`src/design/ic3_defines.svh`:
```
// Register offsets, field positions, reset values for the control-three block
`ifndef IC3_DEFINES_SVH
`define IC3_DEFINES_SVH
`define IC3_CTRL3_OFFSET 8'h48
`define IC3_CTRL3_INDEX 8'h12
`define IC3_CTRL3_RESET 8'h00
`define IC3_BIT_FULL 7
`define IC3_BIT_HEADROOM 6
`define IC3_BIT_FJT 5
`define IC3_BIT_LLB 4
`define IC3_BIT_FLHT 3
`define IC3_DCT_FCC 2'h2
`define IC3_RESP_OKAY 2'h0
`define IC3_RESP_SLVERR 2'h2
`endif

```
`src/design/ic3_pkg.sv`:
```
// Types shared by the control-three block
package ic3_pkg;
    typedef enum logic [1:0] {
        IC3_TERM_LOWV = 2'h0,
        IC3_TERM_JAPAN = 2'h1,
        IC3_TERM_FCC = 2'h2,
        IC3_TERM_CTR21 = 2'h3
    } ic3_term_t;
    typedef struct packed {
        logic fullScaleHigh;
        logic dtmfHeadroom;
        ic3_term_t termMode;
        logic lowerLoopBias;
        logic [2:0] lowBits;
    } ic3_line_t;
endpackage : ic3_pkg

```
`src/design/ic3_decode.sv`:
```
// Decode of the control byte into line-interface settings
`timescale 1ns/1ps
`default_nettype none
`include "ic3_defines.svh"
module ic3_decode (
    // Register and selection
    input wire logic [7:0] ctrlByte,
    input wire logic [1:0] dcTerminationSelect,
    // Decoded settings
    output ic3_pkg::ic3_line_t lineCfg
);
    import ic3_pkg::*;
    wire forceJapan = ctrlByte[`IC3_BIT_FJT];
    wire forceLow = ctrlByte[`IC3_BIT_FLHT];
    wire isFcc = (dcTerminationSelect == `IC3_DCT_FCC);
    wire ic3_term_t selTerm = ic3_term_t'(dcTerminationSelect);
    // Low-voltage force overrides the termination select and the Japan force
    wire ic3_term_t termMode = forceLow ? IC3_TERM_LOWV :
        ((isFcc && forceJapan) ? IC3_TERM_JAPAN : selTerm);
    assign lineCfg.fullScaleHigh = ctrlByte[`IC3_BIT_FULL];
    assign lineCfg.dtmfHeadroom = ctrlByte[`IC3_BIT_HEADROOM];
    assign lineCfg.termMode = termMode;
    assign lineCfg.lowerLoopBias = ctrlByte[`IC3_BIT_LLB];
    assign lineCfg.lowBits = ctrlByte[2:0];
endmodule : ic3_decode
`default_nettype wire

```
`src/design/ic3_ctrl_three.sv`:
```
// Control-three register with AXI4-Lite slave and line-interface outputs
//
// Decided for this implementation: the AXI4-Lite interface to the registers.
`timescale 1ns/1ps
`default_nettype none
`include "ic3_defines.svh"
// Behaviour
// - Reset clears all eight register bits
// - Bit 7 selects +3.2 dBm converter scale
// - Bit 5 turns FCC termination into Japan
// - Bit 3 forces low-voltage termination
module ic3_ctrl_three (
    // Clock and reset
    input wire logic clk,
    input wire logic rst_b,
    // AXI4-Lite write
    input wire logic [7:0] awaddr,
    input wire logic awvalid,
    output logic awready,
    input wire logic [31:0] wdata,
    input wire logic [3:0] wstrb,
    input wire logic wvalid,
    output logic wready,
    output logic [1:0] bresp,
    output logic bvalid,
    input wire logic bready,
    // AXI4-Lite read
    input wire logic [7:0] araddr,
    input wire logic arvalid,
    output logic arready,
    output logic [31:0] rdata,
    output logic [1:0] rresp,
    output logic rvalid,
    input wire logic rready,
    // Line interface
    input wire logic [1:0] dcTerminationSelect,
    output ic3_pkg::ic3_line_t lineCfg
);
    import ic3_pkg::*;

    // ------------------------------------------------------------
    // Write channel
    // ------------------------------------------------------------
    logic [7:0] ctrl_r;
    logic awHeld_r;
    logic wHeld_r;
    logic [7:0] awAddr_r;
    logic [7:0] wByte_r;
    logic wLane_r;
    wire awTake = awvalid && awready;
    wire wTake = wvalid && wready;
    wire haveAw = awHeld_r || awTake;
    wire haveW = wHeld_r || wTake;
    wire [7:0] curAw = awHeld_r ? awAddr_r : awaddr;
    wire [7:0] curW = wHeld_r ? wByte_r : wdata[7:0];
    wire curLane = wHeld_r ? wLane_r : wstrb[0];
    wire doWrite = haveAw && haveW && !bvalid;
    wire wrHit = (curAw == `IC3_CTRL3_OFFSET);
    wire [7:0] ctrlNxt = (doWrite && wrHit && curLane) ? curW : ctrl_r;

    // Next-state terms; readies are flop copies so every output is registered
    wire awHeldNxt = haveAw && !doWrite;
    wire wHeldNxt = haveW && !doWrite;
    wire bvalidNxt = doWrite || (bvalid && !bready);

    always_ff @(posedge clk or negedge rst_b) begin
        if (!rst_b) begin
            ctrl_r <= `IC3_CTRL3_RESET;
            awHeld_r <= 1'b0;
            wHeld_r <= 1'b0;
            awAddr_r <= 8'h00;
            wByte_r <= 8'h00;
            wLane_r <= 1'b0;
            bvalid <= 1'b0;
            bresp <= `IC3_RESP_OKAY;
            awready <= 1'b1;
            wready <= 1'b1;
        end else begin
            ctrl_r <= ctrlNxt;
            awHeld_r <= awHeldNxt;
            wHeld_r <= wHeldNxt;
            awready <= !awHeldNxt && !bvalidNxt;
            wready <= !wHeldNxt && !bvalidNxt;
            if (awTake) begin
                awAddr_r <= awaddr;
            end
            if (wTake) begin
                wByte_r <= wdata[7:0];
                wLane_r <= wstrb[0];
            end
            if (doWrite) begin
                bvalid <= 1'b1;
                bresp <= wrHit ? `IC3_RESP_OKAY : `IC3_RESP_SLVERR;
            end else if (bready) begin
                bvalid <= 1'b0;
            end
        end
    end

    // ------------------------------------------------------------
    // Read channel
    // ------------------------------------------------------------
    wire rdHit = (araddr == `IC3_CTRL3_OFFSET);
    wire arTake = arvalid && arready;
    wire rvalidNxt = arTake || (rvalid && !rready);

    // Ready reads high in reset, matching the idle bus
    always_ff @(posedge clk or negedge rst_b) begin
        if (!rst_b) begin
            arready <= 1'b1;
        end else begin
            arready <= !rvalidNxt;
        end
    end

    always_ff @(posedge clk or negedge rst_b) begin
        if (!rst_b) begin
            rvalid <= 1'b0;
            rdata <= 32'h0000_0000;
            rresp <= `IC3_RESP_OKAY;
        end else if (arvalid && arready) begin
            rvalid <= 1'b1;
            rdata <= rdHit ? {24'h00_0000, ctrl_r} : 32'h0000_0000;
            rresp <= rdHit ? `IC3_RESP_OKAY : `IC3_RESP_SLVERR;
        end else if (rready) begin
            rvalid <= 1'b0;
        end
    end

    // ------------------------------------------------------------
    // Line-interface decode, registered
    // ------------------------------------------------------------
    // Select input is decoded live; caller keeps it stable
    ic3_line_t lineNxt;
    ic3_decode uDecode (
        .ctrlByte(ctrl_r),
        .dcTerminationSelect(dcTerminationSelect),
        .lineCfg(lineNxt)
    );

    always_ff @(posedge clk or negedge rst_b) begin
        if (!rst_b) begin
            lineCfg <= '0;
        end else begin
            lineCfg <= lineNxt;
        end
    end

    // ------------------------------------------------------------
    // Checks
    // ------------------------------------------------------------
    a_reset_clears: assert property (@(posedge clk) $rose(rst_b) |-> ctrl_r == 8'h00)
        else $error("control byte not clear after reset");
    a_full_scale: assert property (@(posedge clk) disable iff (!rst_b)
        lineCfg.fullScaleHigh == $past(ctrl_r[7]))
        else $error("full scale output wrong");
    a_japan_force: assert property (@(posedge clk) disable iff (!rst_b)
        (!ctrl_r[3] && ctrl_r[5] && dcTerminationSelect == 2'h2)
        |=> lineCfg.termMode == IC3_TERM_JAPAN)
        else $error("japan force ignored");
    a_fcc_stands: assert property (@(posedge clk) disable iff (!rst_b)
        (ctrl_r[3:3] == 1'b0 && !ctrl_r[5] && dcTerminationSelect == 2'h2)
        |=> lineCfg.termMode == IC3_TERM_FCC)
        else $error("fcc selection lost");
    a_low_force: assert property (@(posedge clk) disable iff (!rst_b)
        ctrl_r[3] |=> lineCfg.termMode == IC3_TERM_LOWV)
        else $error("low voltage force ignored");
    a_bias_lower: assert property (@(posedge clk) disable iff (!rst_b)
        lineCfg.lowerLoopBias == $past(ctrl_r[4]))
        else $error("bias output wrong");
    a_write_lands: assert property (@(posedge clk) disable iff (!rst_b)
        (doWrite && wrHit && curLane) |=> ctrl_r == $past(curW))
        else $error("write data not stored");
    a_read_back: assert property (@(posedge clk) disable iff (!rst_b)
        (arvalid && arready && rdHit) |=> rvalid && rdata[7:0] == $past(ctrl_r))
        else $error("read data mismatch");
    a_bresp_hold: assert property (@(posedge clk) disable iff (!rst_b)
        (bvalid && !bready) |=> bvalid && $stable(bresp))
        else $error("write response dropped");
    a_headroom_out: assert property (@(posedge clk) disable iff (!rst_b)
        lineCfg.dtmfHeadroom == $past(ctrl_r[6]))
        else $error("headroom output wrong");
    a_low_bits: assert property (@(posedge clk) disable iff (!rst_b)
        lineCfg.lowBits == $past(ctrl_r[2:0]))
        else $error("low bits output wrong");
    a_bad_write: assert property (@(posedge clk) disable iff (!rst_b)
        (doWrite && !wrHit) |=> ctrl_r == $past(ctrl_r))
        else $error("stray write changed register");
    a_lane_off: assert property (@(posedge clk) disable iff (!rst_b)
        (doWrite && !curLane) |=> ctrl_r == $past(ctrl_r))
        else $error("masked write changed register");
    a_write_resp: assert property (@(posedge clk) disable iff (!rst_b)
        doWrite |=> bvalid && bresp == ($past(wrHit) ? `IC3_RESP_OKAY : `IC3_RESP_SLVERR))
        else $error("write response code wrong");
    a_read_error: assert property (@(posedge clk) disable iff (!rst_b)
        (arTake && !rdHit) |=> rvalid && rresp == `IC3_RESP_SLVERR && rdata == 32'h0000_0000)
        else $error("bad read address not refused");
    a_rvalid_hold: assert property (@(posedge clk) disable iff (!rst_b)
        (rvalid && !rready) |=> rvalid && $stable(rdata))
        else $error("read response dropped");
    a_select_pass: assert property (@(posedge clk) disable iff (!rst_b)
        (!ctrl_r[3] && !(ctrl_r[5] && dcTerminationSelect == 2'h2))
        |=> lineCfg.termMode == $past(dcTerminationSelect))
        else $error("termination select not passed");
    // Readies must stay low while a response waits
    a_write_block: assert property (@(posedge clk) disable iff (!rst_b)
        bvalid |-> !awready && !wready)
        else $error("write taken with response pending");
    a_read_block: assert property (@(posedge clk) disable iff (!rst_b)
        rvalid |-> !arready)
        else $error("read taken with response pending");
    c_write_ok: cover property (@(posedge clk) doWrite && wrHit);
    c_read_ok: cover property (@(posedge clk) arvalid && arready && rdHit);
    c_japan: cover property (@(posedge clk) lineCfg.termMode == IC3_TERM_JAPAN);
    c_bad_addr: cover property (@(posedge clk) doWrite && !wrHit);
    c_low_force: cover property (@(posedge clk) lineCfg.termMode == IC3_TERM_LOWV && ctrl_r[3]);
endmodule : ic3_ctrl_three
`default_nettype wire

```
`config.mk`:
```
export PLATFORM = sky130hd
export DESIGN_NAME = ic3_ctrl_three
export DESIGN_NICKNAME = d
export VERILOG_FILES = /design/src/design/ic3_pkg.sv /design/src/design/ic3_decode.sv /design/src/design/ic3_ctrl_three.sv
export VERILOG_INCLUDE_DIRS = /design/src /design/src/design
export SDC_FILE = /design/constraint.sdc
export NUM_CORES = 1
export LEC_CHECK = 0
export BUFFER_PORTS_ARGS = -buffer_cell sky130_fd_sc_hd__buf_2
export CAP_MARGIN = 20
export CORE_ASPECT_RATIO = 0.8
export CORE_MARGIN = 4
export CORE_UTILIZATION = 45
export DETAILED_ROUTE_END_ITERATION = 6
export PLACE_DENSITY = 0.91
export SLEW_MARGIN = 25
export SYNTH_ARGS = -nofsm -noshare
export SYNTH_HDL_FRONTEND = slang
export SYNTH_SLANG_ARGS = --single-unit
```
`constraint.sdc`:
```
create_clock -name clk -period 2.3 [get_ports clk]
set_input_delay 0.345 -clock clk [delete_from_list [all_inputs] [get_ports clk]]
set_output_delay 0.345 -clock clk [all_outputs]
set_load 0.01 [all_outputs]
```
==> impl_results.md <==
- Die area: 5932 um^2
- Synth top area cells: dfrtp_1, mux2_2, buf_4
- CP max FO: 8
- Post-CTS Setup Inserts: 0
- Post-DP HPWL: 3075 um
- CTS HTree Levels: 2
- Post-cts hold buffer count: 0
- Number of buffers added on ports: between 50 and 60
- Crit. Startpoint: awHeld_r$_DFF_PN0_
- Fmax: about 550 MHz
- CP Cell Sequence: or4b_1 -> o22ai_2 -> nand4_4 -> mux2_2
- Die W: ~85 um
- RSZ-0062 raised after global routing: false
- YS warnings: 0
- Hold Path Class: in -> async
- Pins over their slew limit: 0
- CP max stage cell: or4b_1
- Sequential Area: ~1300 um^2
- Multi-input gate area: between 700 and 800 um^2
- Post-route cell area: roughly 2500 um^2
- Seq/Total Area, Yosys: 0.5862
- Fill cell count: roughly 390
- Clock Skews: about 0.0042 ns
- Max incr delay on CP: 0.54 ns
- Clk_lat worst skew: 0.29 ns
- Routed WL: approximately 4000 um
- Minimum clock period: around 1.8 ns
- R2R cell count: 4
- Initial antenna violation count: 0
- Hold Worst Slack: 0.1269 ns
- Die height: roughly 70 um
- Main synth FF type: dfrtp_1
- Share of cells above drive strength 1: 0.4706
- Placed insts: 273
- Drt drc: 0
- Router iterations before antenna repair: 4
- Outcome: finished clean
- CTS root buffer: clkbuf_8
- Final setup fails: 0
- Worst Tran Pin Value: 0.7836 ns
- Worst path arrival time: roughly 2.0 ns
- Worst R2R Start: awHeld_r$_DFF_PN0_
- WL per Instance: between 10 and 15 um
- Post-synthesis cell area: about 2100 um^2
- First-pass GRT wire length: between 6000 and 7000 um
- Core ar.: ~4600 um^2
- Mean Syn Cell Area: between 10 and 15 um^2
- Top cell type's share of synthesized area: 0.5494
- N_diodes: 0
- Worst-path clk slew: about 0.08 ns
- Leakage: ~1.3 nW
- GR Util All Layers: 0.1352
- Period Utilization, post-route: 0.7951
- Post-synth EDFFs: 0
- Vias in the first global route: about 1400
- Maximum vdd drop: between 0.0005 and 0.0006 V
- Cells after Synth: 159
- WP depth: 4
- Most frequent cell after synthesis: dfrtp_1
- Global placer's final weighted congestion: 0.6977
- Worst Setup Start Kind: register
- Post-DRT Antenna Nets: 0
- Grt ovf: 0
- Clk sink count: 50
- CTS resizes: 0
- Placed inst area: between 2000 and 2500 um^2
- Async S/R FF share, synth: 1.000
- CP Class: reg -> reg
- Cell variety after synth: 24
- Fin cells: between 200 and 300
- Slew headroom: 0.4776
- Flops & latches, synth: 50
- Worst setup margin: about 0.47 ns
- Vias/cell: around 4.7
- Crit path required time: 2.48 ns
- Hold Fails Final Rpt: 0
- # rows: 22
- Worst-case clock buffer depth: 2
- Max-capacitance violation count: 0
- Yosys top cell by area: dfrtp_1
- Vias after detailed routing: about 1300
- Crit path max-delay family: simple AND/OR/NAND/NOR gates
- Nets: 281
- CP bufs+invs: 0
- Initial Utilization: 0.4657
- Clock buffer count from CTS: 5
- Layout area overhead: 17.01%
- First DRT Iteration DRCs: 30
- Setup tns final: 0 ns
- TritonCTS clock tree: built
- Post-synth top cells: dfrtp_1, mux2_2, buf_4
- CP Capture Type: register
- Total power density per cell area: between 900 and 1000 nW/um^2
- Pin count of the biggest net entering global routing: 38
- Pre-CTS setup slack: between 0.4 and 0.5 ns
- Ports: between 100 and 150
-- sequential cells by signal, summed over array words and instances, names as in the netlist --
register,count
arready,1
bvalid,1
lineCfg,8
ctrl_r,8
wByte_r,8
bresp,1
rvalid,1
rdata,8
awAddr_r,8
wready,1
rresp,1
awready,1
wLane_r,1
wHeld_r,1
awHeld_r,1
-- path summary, 6_finish.rpt --
kind	end	slack, ns
min in group clk	wByte_r[1]$_DFFE_PN0P_	0.30
min	rdata[2]$_DFFE_PN0P_	0.13
max reg2reg	ctrl_r[4]$_DFFE_PN0P_	0.47
max	ctrl_r[4]$_DFFE_PN0P_	0.47
min reg2reg	lineCfg[6]$_DFF_PN0_	0.41
max in group asynchronous	ctrl_r[3]$_DFFE_PN0P_	1.48
-- final cells by class --
cell class                 count  share of cell area
sequential                    50              0.5010
timing repair buffer          57              0.1149
multi-input combinational    104              0.3072
tap                           60             0.02997
inverter                       2            0.002997
clock buffer                   8             0.04396
-- cells by family after synthesis --
kind of cell | count (synthesis) | synth area share
flops | 50 | 0.5862
mux | 33 | 0.1736
buf+inv | 30 | 0.09819
simple gates | 29 | 0.08475
compound gates | 16 | 0.05553
other cells | 1 | 0.001752
-- where the power goes --
part / switching, mW / internal (mW) / leakage (nW) / total, mW
Sequential: 0.149 / 1.11 / 0.629 / 1.26
Combinational: 0.256 / 0.323 / 0.603 / 0.579
Clock: 0.264 / 0.304 / 0.0575 / 0.568
Total: 0.669 / 1.74 / 1.29 / 2.40
-- layout by cell type, fill, tap and decap left out, drive strengths merged --
| master | synthesis | routed |
|---|---|---|
| dfrtp | 47 | 47 |
| nor4b | 3 | 3 |
| or4b | 1 | 1 |
| a22o | 8 | 8 |
| nand2 | 6 | 6 |
| o22ai | 1 | 1 |
| and4b | 1 | 1 |
| buf | 26 | 57 |
| nor3b | 1 | 1 |
| a31oi | 1 | 1 |
| inv | 2 | 2 |
| or2 | 1 | 1 |
| mux2 | 33 | 33 |
| conb | 1 | 26 |
| o21ai | 2 | 2 |
| nand3 | 1 | 1 |
| dfstp | 3 | 3 |
| a21oi | 4 | 4 |
| clkbuf | 2 | 8 |
| nand4 | 1 | 1 |
| or4bb | 1 | 1 |
| nor2b | 4 | 4 |
| nor3 | 2 | 2 |
| nor2 | 7 | 7 |
-- stage by stage --
| step | utilization | total power [mW] |
|---|---|---|
| floorplan | - | 1.703 |
| global placement | 0.5210 | 1.822 |
| detailed placement | 0.5210 | 1.860 |
| CTS | 0.5449 | 2.431 |
| global route | 0.5449 | 2.548 |
| finish | 0.5449 | 2.404 |
-- routing by layer --
metal,global-route usage,wire length [um]
met5,0,0
met4,0.05272,55
met2,0.2310,2131
met3,0.03444,201
met1,0.1622,1565
Power figures use the tool's default switching activity.
